**config.mk**
```make
export PLATFORM = sky130hd
export DESIGN_NAME = ssmc_top
export DESIGN_NICKNAME = d
export VERILOG_FILES = /design/src/core/ssmc_pkg.sv /design/src/core/ssmc_top.sv /design/src/core/ssmc_unit_mode.sv
export SDC_FILE = /design/constraint.sdc
export NUM_CORES = 1
export LEC_CHECK = 0
export BUFFER_PORTS_ARGS = -buffer_cell sky130_fd_sc_hd__buf_2
export CORE_MARGIN = 2
export CORE_UTILIZATION = 50
export DETAILED_ROUTE_END_ITERATION = 10
export PLACE_DENSITY_LB_ADDON = 0.3
export SYNTH_ARGS = -nofsm -noshare
export SYNTH_HDL_FRONTEND = slang
export SYNTH_SLANG_ARGS = --single-unit
export TNS_END_PERCENT = 50
```
**constraint.sdc**
```tcl
create_clock -name i_mclk -period 4.3 [get_ports i_mclk]
set_input_delay 0 -clock i_mclk [delete_from_list [all_inputs] [get_ports i_mclk]]
set_output_delay 0 -clock i_mclk [all_outputs]
set_load 0.02 [all_outputs]
```
**src/core/ssmc_pkg.sv**
```systemverilog
/*
  Constants, types and register map of the supply supervisor mode control block.
  Assumes a 125 MHz clock and an AXI4-Lite master with 32-bit data.
*/
// Functional notes
// (RQ1) normal low supervisor settles about 150 us
// (RQ2) full-performance low supervisor settles about 2 us
// (RQ3) software waits settle flags clear before sleeping
// (RQ4) low full-perf cleared gives slow 150 us wake
// (RQ5) low units off or full: fast wake
// (RQ6) any low unit normal: slow wake
// (RQ7) deep sleep by request or ISR exit
// (RQ8) low events raise reset or interrupt, configurable
// (RQ9) overvoltage enable: supply monitor forces power-on reset
// (RQ10) high auto: normal supply monitor off asleep
// (RQ11) some high settings turn normal to off
// (RQ12) software should keep high units manual, on
// (RQ13) disabled unit off; enabled: full or normal
// (RQ14) deep sleep: manual keep bit, auto demotes
package ssmc_pkg;

  // ----------------------------------------------------------------
  // timing
  // ----------------------------------------------------------------
  localparam int CLK_MHZ        = 125;
  localparam int SLOW_SETTLE_US = 150;
  localparam int FAST_SETTLE_US = 2;
  localparam int SLOW_CYC_DEF   = SLOW_SETTLE_US * CLK_MHZ;
  localparam int FAST_CYC       = FAST_SETTLE_US * CLK_MHZ;
  localparam int CNT_W          = 15;

  // ----------------------------------------------------------------
  // register map (byte addresses)
  // ----------------------------------------------------------------
  localparam int          ADDR_W       = 8;
  localparam logic [7:0]  OFF_LOW_CTRL = 8'h00;
  localparam logic [7:0]  OFF_HIGH_CTRL = 8'h04;
  localparam logic [7:0]  OFF_PWR_CTRL = 8'h08;
  localparam logic [7:0]  OFF_STATUS   = 8'h0C;
  localparam logic [7:0]  OFF_IRQ_STAT = 8'h10;
  localparam logic [7:0]  OFF_IRQ_CLR  = 8'h14;
  localparam logic [7:0]  OFF_IRQ_EN   = 8'h18;

  // control fields, same layout on both sides
  localparam int B_SUP_EN    = 0;
  localparam int B_SUP_KEEP  = 1;
  localparam int B_SUP_FP    = 2;
  localparam int B_MON_EN    = 3;
  localparam int B_MON_FP    = 4;
  localparam int B_AUTO      = 5;
  localparam int B_SUP_RST   = 6;
  localparam int B_MON_RST   = 7;
  localparam int B_OVP_EN    = 8;
  localparam int CTRL_W      = 9;
  // power control fields
  localparam int B_ISR_SLEEP = 0;
  localparam int B_SLEEP_REQ = 1;
  localparam int B_CORE_LO   = 2;
  // status fields
  localparam int B_ST_LSET   = 0;
  localparam int B_ST_HSET   = 1;
  localparam int B_ST_DEEP   = 2;
  localparam int B_ST_FAST   = 3;
  localparam int B_ST_HOLD   = 4;
  localparam int B_ST_UNITS  = 8;
  // interrupt fields
  localparam int EV_LOW_SUP  = 0;
  localparam int EV_LOW_MON  = 1;
  localparam int EV_HIGH_SUP = 2;
  localparam int EV_HIGH_MON = 3;
  localparam int EV_SETTLED  = 4;
  localparam int EV_W        = 5;

  // reset values
  localparam logic [CTRL_W-1:0] RST_LOW_CTRL  = 9'h003;
  localparam logic [CTRL_W-1:0] RST_HIGH_CTRL = 9'h0CB;
  localparam logic [3:0]        RST_PWR_CTRL  = 4'h0;
  localparam logic [EV_W-1:0]   RST_IRQ_EN    = 5'h00;

  localparam logic [1:0] RESP_OKAY   = 2'h0;
  localparam logic [1:0] RESP_SLVERR = 2'h2;

  // ----------------------------------------------------------------
  // types
  // ----------------------------------------------------------------
  typedef enum logic [2:0] {
    SSMC_OFF  = 3'b001,
    SSMC_NORM = 3'b010,
    SSMC_FULL = 3'b100
  } ssmc_mode_t;

  typedef enum logic [2:0] {
    PS_ACTIVE = 3'b001,
    PS_DEEP   = 3'b010,
    PS_WAKE   = 3'b100
  } ssmc_pwr_t;

  typedef struct packed {
    ssmc_mode_t low_sup;
    ssmc_mode_t low_mon;
    ssmc_mode_t high_sup;
    ssmc_mode_t high_mon;
  } ssmc_units_t;

  typedef struct packed {
    logic en;
    logic keep;
    logic fp;
    logic auto_ctl;
  } ssmc_unit_cfg_t;

  typedef struct packed {
    logic low_sup;
    logic low_mon;
    logic high_sup;
    logic high_mon;
    logic supply_ovp;
  } ssmc_trips_t;

  typedef struct packed {
    logic              awvalid;
    logic [ADDR_W-1:0] awaddr;
    logic              wvalid;
    logic [31:0]       wdata;
    logic [3:0]        wstrb;
    logic              bready;
    logic              arvalid;
    logic [ADDR_W-1:0] araddr;
    logic              rready;
  } ssmc_axi_req_t;

  typedef struct packed {
    logic        awready;
    logic        wready;
    logic        bvalid;
    logic [1:0]  bresp;
    logic        arready;
    logic        rvalid;
    logic [31:0] rdata;
    logic [1:0]  rresp;
  } ssmc_axi_rsp_t;

endpackage

```
**src/core/ssmc_top.sv**
```systemverilog
/*
  Supply supervisor mode control: AXI4-Lite registers, settle timers, sleep and
  wake sequencing, event routing to power-on reset or interrupt.
  Assumes comparator trip inputs synchronous to i_mclk and a single AXI master.
*/
`timescale 1ns/1ps
module ssmc_top #(
  parameter int SLOW_CYC = ssmc_pkg::SLOW_CYC_DEF
) (
  // clock and reset
  input  wire logic                   i_mclk,
  input  wire logic                   i_rst_b,
  // register bus
  input  wire ssmc_pkg::ssmc_axi_req_t i_axi,
  output ssmc_pkg::ssmc_axi_rsp_t     o_axi,
  // system events
  input  wire ssmc_pkg::ssmc_trips_t  i_trips,
  input  wire logic                   i_isr_done,
  input  wire logic                   i_wake,
  // results
  output ssmc_pkg::ssmc_units_t       o_units,
  output logic                        o_deep_sleep,
  output logic                        o_cpu_hold,
  output logic                        o_fast_wake,
  output logic                        o_por,
  output logic                        o_irq
);
  import ssmc_pkg::*;

  localparam logic [CNT_W-1:0] FAST_CNT = CNT_W'(FAST_CYC);
  localparam logic [CNT_W-1:0] SLOW_CNT = CNT_W'(SLOW_CYC);

  // ----------------------------------------------------------------
  // state
  // ----------------------------------------------------------------
  typedef struct packed {
    logic              aw_got;
    logic [ADDR_W-1:0] awaddr;
    logic              w_got;
    logic [31:0]       wdata;
    logic [3:0]        wstrb;
    logic              bvalid;
    logic [1:0]        bresp;
    logic              rvalid;
    logic [31:0]       rdata;
    logic [1:0]        rresp;
    logic [CTRL_W-1:0] low_ctrl;
    logic [CTRL_W-1:0] high_ctrl;
    logic [3:0]        pwr_ctrl;
    logic [EV_W-1:0]   irq_en;
    logic [EV_W-1:0]   irq_stat;
    logic              low_settle;
    logic              high_settle;
    logic [CNT_W-1:0]  low_cnt;
    logic [CNT_W-1:0]  high_cnt;
    ssmc_pwr_t         pwr;
    logic [CNT_W-1:0]  wake_cnt;
    logic              fast_wake;
    ssmc_units_t       units;
    logic              por;
  } ssmc_state_t;

  ssmc_state_t    st_r;
  ssmc_state_t    st_nxt;
  ssmc_units_t    units_dec;
  ssmc_unit_cfg_t cfg_ls;
  ssmc_unit_cfg_t cfg_lm;
  ssmc_unit_cfg_t cfg_hs;
  ssmc_unit_cfg_t cfg_hm;
  logic           wr_go;
  logic           rd_go;
  logic [31:0]    wr_val;
  logic [31:0]    status_w;

  // ----------------------------------------------------------------
  // helpers
  // ----------------------------------------------------------------
  function automatic logic [31:0] merge_strb(input logic [31:0] old_v, input logic [31:0] new_v,
                                             input logic [3:0] strb);
    logic [31:0] res;
    res = old_v;
    for (int i = 0; i < 4; i++) begin
      if (strb[i]) begin
        res[i*8 +: 8] = new_v[i*8 +: 8];
      end
    end
    return res;
  endfunction

  function automatic ssmc_unit_cfg_t sup_cfg(input logic [CTRL_W-1:0] c);
    return '{en: c[B_SUP_EN], keep: c[B_SUP_KEEP], fp: c[B_SUP_FP], auto_ctl: c[B_AUTO]};
  endfunction

  // monitors have no keep bit: in manual control they stay as in active mode
  function automatic ssmc_unit_cfg_t mon_cfg(input logic [CTRL_W-1:0] c);
    return '{en: c[B_MON_EN], keep: 1'b1, fp: c[B_MON_FP], auto_ctl: c[B_AUTO]};
  endfunction

  // settle time depends on the supervisor's performance setting
  function automatic logic [CNT_W-1:0] settle_load(input logic [CTRL_W-1:0] c);
    return (c[B_SUP_EN] && c[B_SUP_FP]) ? FAST_CNT : SLOW_CNT;
  endfunction

  function automatic logic [31:0] reg_word(input ssmc_state_t s, input logic [ADDR_W-1:0] a);
    case (a)
      OFF_LOW_CTRL:  return {{(32-CTRL_W){1'b0}}, s.low_ctrl};
      OFF_HIGH_CTRL: return {{(32-CTRL_W){1'b0}}, s.high_ctrl};
      OFF_PWR_CTRL:  return {28'h0000000, s.pwr_ctrl & 4'hD};
      OFF_IRQ_EN:    return {27'h0000000, s.irq_en};
      default:       return 32'h00000000;
    endcase
  endfunction

  function automatic logic addr_ok(input logic [ADDR_W-1:0] a);
    return (a == OFF_LOW_CTRL) || (a == OFF_HIGH_CTRL) || (a == OFF_PWR_CTRL) ||
           (a == OFF_STATUS) || (a == OFF_IRQ_STAT) || (a == OFF_IRQ_CLR) || (a == OFF_IRQ_EN);
  endfunction

  // ----------------------------------------------------------------
  // unit mode decode
  // ----------------------------------------------------------------
  assign cfg_ls = sup_cfg(st_r.low_ctrl);
  assign cfg_lm = mon_cfg(st_r.low_ctrl);
  assign cfg_hs = sup_cfg(st_r.high_ctrl);
  assign cfg_hm = mon_cfg(st_r.high_ctrl);

  ssmc_unit_mode u_low_sup  (.i_cfg(cfg_ls), .i_deep(st_r.pwr == PS_DEEP), .o_mode(units_dec.low_sup));
  ssmc_unit_mode u_low_mon  (.i_cfg(cfg_lm), .i_deep(st_r.pwr == PS_DEEP), .o_mode(units_dec.low_mon));
  ssmc_unit_mode u_high_sup (.i_cfg(cfg_hs), .i_deep(st_r.pwr == PS_DEEP), .o_mode(units_dec.high_sup));
  ssmc_unit_mode u_high_mon (.i_cfg(cfg_hm), .i_deep(st_r.pwr == PS_DEEP), .o_mode(units_dec.high_mon));

  // ----------------------------------------------------------------
  // next state
  // ----------------------------------------------------------------
  assign wr_go  = st_r.aw_got && st_r.w_got && !st_r.bvalid;
  assign rd_go  = i_axi.arvalid && !st_r.rvalid;
  assign wr_val = merge_strb(reg_word(st_r, st_r.awaddr), st_r.wdata, st_r.wstrb);
  assign status_w = {12'h000, st_r.units, 3'h0, st_r.pwr == PS_WAKE, st_r.fast_wake,
                     st_r.pwr == PS_DEEP, st_r.high_settle, st_r.low_settle};

  always_comb begin
    logic [EV_W-1:0] ev;
    logic [EV_W-1:0] clr;
    logic            lo_load;
    logic            hi_load;
    logic            sleep_go;
    ev       = '0;
    clr      = '0;
    lo_load  = 1'b0;
    hi_load  = 1'b0;
    sleep_go = 1'b0;
    st_nxt   = st_r;
    st_nxt.por = 1'b0;

    // bus: address and data taken in either order, answered once both held
    if (i_axi.awvalid && !st_r.aw_got && !st_r.bvalid) begin
      st_nxt.aw_got = 1'b1;
      st_nxt.awaddr = i_axi.awaddr;
    end
    if (i_axi.wvalid && !st_r.w_got && !st_r.bvalid) begin
      st_nxt.w_got = 1'b1;
      st_nxt.wdata = i_axi.wdata;
      st_nxt.wstrb = i_axi.wstrb;
    end
    if (wr_go) begin
      st_nxt.aw_got = 1'b0;
      st_nxt.w_got  = 1'b0;
      st_nxt.bvalid = 1'b1;
      st_nxt.bresp  = addr_ok(st_r.awaddr) ? RESP_OKAY : RESP_SLVERR;
      case (st_r.awaddr)
        OFF_LOW_CTRL: begin
          st_nxt.low_ctrl = wr_val[CTRL_W-1:0];
          lo_load = 1'b1;
        end
        OFF_HIGH_CTRL: begin
          st_nxt.high_ctrl = wr_val[CTRL_W-1:0];
          hi_load = 1'b1;
        end
        OFF_PWR_CTRL: begin
          st_nxt.pwr_ctrl = {wr_val[3:2], 1'b0, wr_val[B_ISR_SLEEP]};
          // a core level change restarts the low side settle window
          lo_load  = (wr_val[3:2] != st_r.pwr_ctrl[3:2]);
          sleep_go = wr_val[B_SLEEP_REQ];
        end
        OFF_IRQ_CLR: clr = wr_val[EV_W-1:0];
        OFF_IRQ_EN:  st_nxt.irq_en = wr_val[EV_W-1:0];
        default: begin
        end
      endcase
    end
    if (st_r.bvalid && i_axi.bready) begin
      st_nxt.bvalid = 1'b0;
    end

    if (rd_go) begin
      st_nxt.rvalid = 1'b1;
      st_nxt.rresp  = addr_ok(i_axi.araddr) ? RESP_OKAY : RESP_SLVERR;
      case (i_axi.araddr)
        OFF_STATUS:   st_nxt.rdata = status_w;
        OFF_IRQ_STAT: st_nxt.rdata = {27'h0000000, st_r.irq_stat};
        default:      st_nxt.rdata = reg_word(st_r, i_axi.araddr);
      endcase
    end else if (st_r.rvalid && i_axi.rready) begin
      st_nxt.rvalid = 1'b0;
    end

    // settle timers
    if (lo_load) begin
      st_nxt.low_settle = 1'b1;
      st_nxt.low_cnt    = settle_load(st_nxt.low_ctrl);                     // [RQ1] [RQ2]
    end else if (st_r.low_settle) begin
      st_nxt.low_cnt    = st_r.low_cnt - 1'b1;
      st_nxt.low_settle = (st_r.low_cnt != 1);
    end
    if (hi_load) begin
      st_nxt.high_settle = 1'b1;
      st_nxt.high_cnt    = settle_load(st_nxt.high_ctrl);
    end else if (st_r.high_settle) begin
      st_nxt.high_cnt    = st_r.high_cnt - 1'b1;
      st_nxt.high_settle = (st_r.high_cnt != 1);
    end
    ev[EV_SETTLED] = (st_r.low_settle || st_r.high_settle) && !st_nxt.low_settle && !st_nxt.high_settle;

    // wake speed follows the awake low side configuration
    st_nxt.fast_wake = (!cfg_ls.en || cfg_ls.fp) && (!cfg_lm.en || cfg_lm.fp);  // [RQ4] [RQ5] [RQ6]

    // sleep and wake sequencing
    case (st_r.pwr)
      PS_ACTIVE: begin
        if (sleep_go || (i_isr_done && st_r.pwr_ctrl[B_ISR_SLEEP])) begin  // [RQ7]
          st_nxt.pwr = PS_DEEP;
        end
      end
      PS_DEEP: begin
        if (i_wake) begin
          st_nxt.pwr      = PS_WAKE;
          st_nxt.wake_cnt = st_r.fast_wake ? FAST_CNT : SLOW_CNT;           // [RQ4] [RQ5]
        end
      end
      PS_WAKE: begin
        st_nxt.wake_cnt = st_r.wake_cnt - 1'b1;
        if (st_r.wake_cnt == 1) begin
          st_nxt.pwr = PS_ACTIVE;
        end
      end
      default: st_nxt.pwr = PS_ACTIVE;
    endcase
    st_nxt.units = units_dec;

    // events: only live units report; the low side is blind while settling
    if (!st_r.low_settle) begin                                            // [RQ1]
      ev[EV_LOW_SUP] = i_trips.low_sup && (st_r.units.low_sup != SSMC_OFF);
      ev[EV_LOW_MON] = i_trips.low_mon && (st_r.units.low_mon != SSMC_OFF);
    end
    if (!st_r.high_settle) begin
      ev[EV_HIGH_SUP] = i_trips.high_sup && (st_r.units.high_sup != SSMC_OFF);
      ev[EV_HIGH_MON] = i_trips.high_mon && (st_r.units.high_mon != SSMC_OFF);
    end
    st_nxt.por = (ev[EV_LOW_SUP] && st_r.low_ctrl[B_SUP_RST]) ||           // [RQ8]
                 (ev[EV_LOW_MON] && st_r.low_ctrl[B_MON_RST]) ||
                 (ev[EV_HIGH_SUP] && st_r.high_ctrl[B_SUP_RST]) ||
                 (ev[EV_HIGH_MON] && st_r.high_ctrl[B_MON_RST]) ||
                 (st_r.high_ctrl[B_OVP_EN] && i_trips.supply_ovp &&          // [RQ9]
                  st_r.units.high_mon != SSMC_OFF);
    // routed to reset means not reported as an interrupt
    ev[EV_LOW_SUP]  = ev[EV_LOW_SUP] && !st_r.low_ctrl[B_SUP_RST];         // [RQ8]
    ev[EV_LOW_MON]  = ev[EV_LOW_MON] && !st_r.low_ctrl[B_MON_RST];
    ev[EV_HIGH_SUP] = ev[EV_HIGH_SUP] && !st_r.high_ctrl[B_SUP_RST];
    ev[EV_HIGH_MON] = ev[EV_HIGH_MON] && !st_r.high_ctrl[B_MON_RST];
    // a new event outranks a clear in the same cycle
    st_nxt.irq_stat = (st_r.irq_stat & ~clr) | ev;
  end

  always_ff @(posedge i_mclk) begin
    if (!i_rst_b) begin
      st_r           <= '0;
      st_r.low_ctrl  <= RST_LOW_CTRL;
      st_r.high_ctrl <= RST_HIGH_CTRL;
      st_r.pwr_ctrl  <= RST_PWR_CTRL;
      st_r.irq_en    <= RST_IRQ_EN;
      st_r.pwr       <= PS_ACTIVE;
      st_r.units     <= '{SSMC_OFF, SSMC_OFF, SSMC_OFF, SSMC_OFF};
    end else begin
      st_r <= st_nxt;
    end
  end

  // ----------------------------------------------------------------
  // outputs
  // ----------------------------------------------------------------
  assign o_axi.awready = !st_r.aw_got && !st_r.bvalid;
  assign o_axi.wready  = !st_r.w_got && !st_r.bvalid;
  assign o_axi.bvalid  = st_r.bvalid;
  assign o_axi.bresp   = st_r.bresp;
  assign o_axi.arready = !st_r.rvalid;
  assign o_axi.rvalid  = st_r.rvalid;
  assign o_axi.rdata   = st_r.rdata;
  assign o_axi.rresp   = st_r.rresp;
  assign o_units       = st_r.units;
  assign o_deep_sleep  = (st_r.pwr == PS_DEEP);
  assign o_cpu_hold    = (st_r.pwr == PS_WAKE);
  assign o_fast_wake   = st_r.fast_wake;
  assign o_por         = st_r.por;
  assign o_irq         = |(st_r.irq_stat & st_r.irq_en);

  // ----------------------------------------------------------------
  // checks
  // ----------------------------------------------------------------
  property p_low_blind;
    @(posedge i_mclk) disable iff (!i_rst_b)
    st_r.low_settle && !i_trips.high_sup && !i_trips.high_mon && !i_trips.supply_ovp |=> !o_por;
  endproperty
  a_low_blind: assert property (p_low_blind) else $error("low side event passed while settling"); // [RQ1]

  property p_fast_settle;
    @(posedge i_mclk) disable iff (!i_rst_b)
    wr_go && st_r.awaddr == OFF_LOW_CTRL && wr_val[B_SUP_EN] && wr_val[B_SUP_FP]
      |=> st_r.low_settle [*8] ##[235:245] !st_r.low_settle;
  endproperty
  a_fast_settle: assert property (p_fast_settle) else $error("full performance settle not 250 cycles"); // [RQ2]

  property p_slow_wake;
    @(posedge i_mclk) disable iff (!i_rst_b)
    st_r.pwr == PS_DEEP && i_wake && !st_r.fast_wake |=> o_cpu_hold && st_r.wake_cnt == SLOW_CNT;
  endproperty
  a_slow_wake: assert property (p_slow_wake) else $error("slow wake not loaded"); // [RQ4]

  property p_fast_wake;
    @(posedge i_mclk) disable iff (!i_rst_b)
    st_r.pwr == PS_DEEP && i_wake && st_r.fast_wake |=> o_cpu_hold [*8] ##[240:245] !o_cpu_hold;
  endproperty
  a_fast_wake: assert property (p_fast_wake) else $error("fast wake hold not 250 cycles"); // [RQ5]

  property p_normal_slow;
    @(posedge i_mclk) disable iff (!i_rst_b)
    st_r.pwr == PS_ACTIVE && $stable(st_r.low_ctrl) &&
      (st_r.units.low_sup == SSMC_NORM || st_r.units.low_mon == SSMC_NORM) |-> !o_fast_wake;
  endproperty
  a_normal_slow: assert property (p_normal_slow) else $error("normal low unit with fast wake"); // [RQ6]

  property p_isr_sleep;
    @(posedge i_mclk) disable iff (!i_rst_b)
    st_r.pwr == PS_ACTIVE && i_isr_done && st_r.pwr_ctrl[B_ISR_SLEEP] |=> o_deep_sleep;
  endproperty
  a_isr_sleep: assert property (p_isr_sleep) else $error("no deep sleep at isr exit"); // [RQ7]

  property p_low_route;
    @(posedge i_mclk) disable iff (!i_rst_b)
    i_trips.low_mon && !st_r.low_settle && st_r.units.low_mon != SSMC_OFF
      |=> (o_por || st_r.irq_stat[EV_LOW_MON]);
  endproperty
  a_low_route: assert property (p_low_route) else $error("low monitor event lost"); // [RQ8]

  property p_ovp;
    @(posedge i_mclk) disable iff (!i_rst_b)
    st_r.high_ctrl[B_OVP_EN] && i_trips.supply_ovp && st_r.units.high_mon != SSMC_OFF |=> o_por;
  endproperty
  a_ovp: assert property (p_ovp) else $error("overvoltage without reset"); // [RQ9]

  property p_high_auto_off;
    @(posedge i_mclk) disable iff (!i_rst_b)
    $past(st_r.pwr) == PS_DEEP && st_r.pwr == PS_DEEP && $stable(st_r.high_ctrl) &&
      st_r.high_ctrl[B_AUTO] && !st_r.high_ctrl[B_MON_FP] |-> o_units.high_mon == SSMC_OFF;
  endproperty
  a_high_auto_off: assert property (p_high_auto_off) else $error("auto supply monitor awake in sleep"); // [RQ10]

  property p_disabled_off;
    @(posedge i_mclk) disable iff (!i_rst_b)
    !st_r.low_ctrl[B_SUP_EN] && $stable(st_r.low_ctrl) |-> o_units.low_sup == SSMC_OFF;
  endproperty
  a_disabled_off: assert property (p_disabled_off) else $error("disabled supervisor not off"); // [RQ13]

  property p_manual_drop;
    @(posedge i_mclk) disable iff (!i_rst_b)
    $past(st_r.pwr) == PS_DEEP && st_r.pwr == PS_DEEP && $stable(st_r.high_ctrl) &&
      !st_r.high_ctrl[B_AUTO] && !st_r.high_ctrl[B_SUP_KEEP] |-> o_units.high_sup == SSMC_OFF;
  endproperty
  a_manual_drop: assert property (p_manual_drop) else $error("manual supervisor kept in sleep"); // [RQ11] [RQ14]

endmodule

```
**src/core/ssmc_unit_mode.sv**
```systemverilog
/*
  Mode decoder of one supervisor or monitor unit.
  Assumes the caller supplies the unit's configuration and the sleep state.
*/
`timescale 1ns/1ps
module ssmc_unit_mode (
  // configuration
  input  wire ssmc_pkg::ssmc_unit_cfg_t i_cfg,
  input  wire logic                     i_deep,
  // decoded mode
  output ssmc_pkg::ssmc_mode_t          o_mode
);
  import ssmc_pkg::*;

  ssmc_mode_t awake_mode;

  always_comb begin
    awake_mode = !i_cfg.en ? SSMC_OFF : (i_cfg.fp ? SSMC_FULL : SSMC_NORM);   // [RQ13]
    if (!i_deep) begin
      o_mode = awake_mode;
    end else if (i_cfg.auto_ctl) begin
      // automatic control steps one level down, and only with the keep bit set
      o_mode = (i_cfg.keep && awake_mode == SSMC_FULL) ? SSMC_NORM : SSMC_OFF;   // [RQ14] [RQ10] [RQ11]
    end else begin
      o_mode = i_cfg.keep ? awake_mode : SSMC_OFF;                        // [RQ14] [RQ11]
    end
  end

endmodule

```
==> run metrics <==
Leakage 3.23 nW; sequential share of power 41.2%; warnings from Yosys 0; vias 5,942; final setup margin 1.64 ns; HP Class input port to flop; root buffer cell clkbuf_16; Most used DFF post-synth dfxtp_1; final hold violation count 0; total setup buffers inserted after CTS 0; vias in the first global route 5,380; GP Congestion 0.943; initial antenna violation count 0; via/cell ratio 5.46; total global-route track usage 22.4%; Mapped Avg Cell Area 8.09 µm²; Int Power 2.60 mW; FMAX 0.376 GHz; commonest cells after routing, fill and taps aside dfxtp_1, nor2_1, nand2_1; num rows 42; run status finished clean; share of layout cells above drive strength 1 15.6%; Critical-path top delay cell dfxtp_1; TritonCTS clock tree yes; first-pass GRT wire length 26,000 µm; power share of the clock group 49.5%; clk buf depth 2; switch share 23.1%; Crit Path Class flop to flop; final worst path period share 61.9%; Combinational Power Share 9.3%; grt ovf 0; Iteration-0 DRC Markers 513; Startpoint Class flop; fin nets 972; skew final 0.00501 ns; Routed Antenna Nets 0; Routed WL 16,100 µm; max_cap viols 0; post-cts repair resize count 0; Die W 121 µm; Fin Setup TNS 0 ns; Setup-failing EPs final 0; Die Y 121 µm; CP required 4.63 ns; Worst-Skew Late Latency 0.42 ns; pwr dens 423 mW/mm²; EDFF count, synth 0; Least-Margin Pin Slew 0.907 ns; FF+latch count, synth 140; CTS H-tree lvls 4; IO Port Bufs 84; io pins 124; Async SR Flop Fraction 0%; element type at the critical path end flop; CTS Buf Count 17; Seq/Total Area, Yosys 40.7%; DP Worst Slack 1.70 ns; NetSw 0.779 mW; # DRC 0; Largest stage delay, worst path 0.87 ns; CTS Hold Bufs 27; total clock sinks 140; relative slew slack 39.3%; Max rail drop VDD 296 µV; CP max FO 26; # diodes 0; final worst path period need 2.66 ns; largest net degree at the start of global routing 53; commonest non-fill, non-tap cell in the layout dfxtp_1; Area growth syn-to-layout 16.1%; library cells used by synthesis 70; DP HPWL 11,200 µm; Starting Density 51.6%; Core ar. 0.0133 mm²; RSZ-0062 raised after global routing false; crit-path cells nand2b_1 -> o22ai_1 -> a22oi_1 -> or2_1 -> mux2_4 -> a21oi_2 -> a211oi_1; clk slew on worst S/H paths 0.06 ns; die area 0.0147 mm²; Cell Area, Synth 0.00688 mm²; flop-to-flop setup slack 1.64 ns; Pre-Repair DR Iteration Count 5; Post-Synthesis Cells 851; Slew Viols, Final 0; final core utilization 59.8%; Worst EP arrival 2.99 ns; WL per Instance 14.8 µm
==> worst max-delay path: cells and delay by family, from the launching register on <==
family             cells  cell delay, ns
and+or+nand+nor        2            0.54
DFF                    1            0.87
muxes                  1            0.18
AOI/OAI and AO/OA      4            0.98
==> layer usage <==
| layer | GRT usage, % | wire length (µm) | vias up |
|---|---|---|---|
| li1 | - | - | 2997 |
| met1 | 30.2 | 7570 | 2735 |
| met2 | 35.0 | 7180 | 189 |
| met3 | 5.17 | 1090 | 21 |
| met4 | 8.05 | 278 | 0 |
| met5 | 0 | 0 | - |
==> metrics by stage <==
stage	instance area, µm²	hold WS [ns]	std cells	power [mW]
6_report	7990	0.0281	1089	3.38
3_3_place_gp	7030	0.196	1030	1.71
2_1_floorplan	6930	0.0990	864	1.65
4_1_cts	7990	0.0115	1089	3.40
5_1_grt	7990	0.0415	1089	3.49
3_5_place_dp	7030	0.193	1030	1.71
==> Yosys cell counts (18+ instances only) <==
| cell | number | area (µm²) |
|---|---|---|
| a21oi_1 | 73 | 365 |
| dfxtp_1 | 140 | 2800 |
| buf_4 | 50 | 375 |
| mux2i_1 | 22 | 220 |
| a22oi_1 | 18 | 135 |
| nand2_1 | 105 | 394 |
| nand3_1 | 22 | 110 |
| o21ai_0 | 30 | 150 |
| xnor2_1 | 20 | 175 |
| clkbuf_1 | 43 | 161 |
| nor2_1 | 110 | 413 |
| nor3_1 | 26 | 130 |
==> worst paths after layout <==
path / startpoint / endpoint / cells past startpoint
min reg2reg: o_axi[10] / o_axi[10] / 2
max reg2reg: st_r[173] / st_r[58] / 7
max: st_r[173] / st_r[58] / 7
min: i_trips[3] / st_r[65] / 4
==> logic make-up (layout without fill, tap and decap cells) <==
group	after synthesis	count (layout)	synth area share [%]
other	1	14	0.0545
AO/OA/AOI/OAI	189	189	17.3
AND/OR/NAND/NOR	341	341	23.5
XOR/XNOR	33	33	4.20
flip-flops	140	140	40.7
multiplexers	27	27	4.07
buffers and inverters	114	163	9.07
adder cells (fa/ha/maj)	6	6	1.09
==> cell type report <==
| type | count | area (µm²) |
|---|---|---|
| inverters | 17 | 63.8 |
| clock buffers | 21 | 470 |
| flip-flops and latches | 140 | 2800 |
| repair buffers | 114 | 713 |
| fillers | 1196 | 5360 |
| well taps | 176 | 220 |
| multi-input cells | 610 | 3500 |
| clock inverters | 11 | 213 |
==> registers in the layout, indices dropped and copies added, names as in the netlist <==
signal and flops:
cfg_hm 3, cfg_hs 3, cfg_lm 3, cfg_ls 3, o_axi 24, o_fast_wake 1
o_por 1, o_units 12, st_r 90
==> power by group through the flow <==
| stage | registers [mW] | logic (mW) | clock network, mW |
|---|---|---|---|
| after global routing | 1.40 | 0.351 | 1.74 |
| after CTS | 1.39 | 0.314 | 1.69 |
| after detailed placement | 1.42 | 0.293 | 0 |
| after floorplan | 1.40 | 0.254 | 0 |
| final | 1.39 | 0.316 | 1.67 |
| after global placement | 1.42 | 0.292 | 0 |
(Power assumes the default switching activity.)
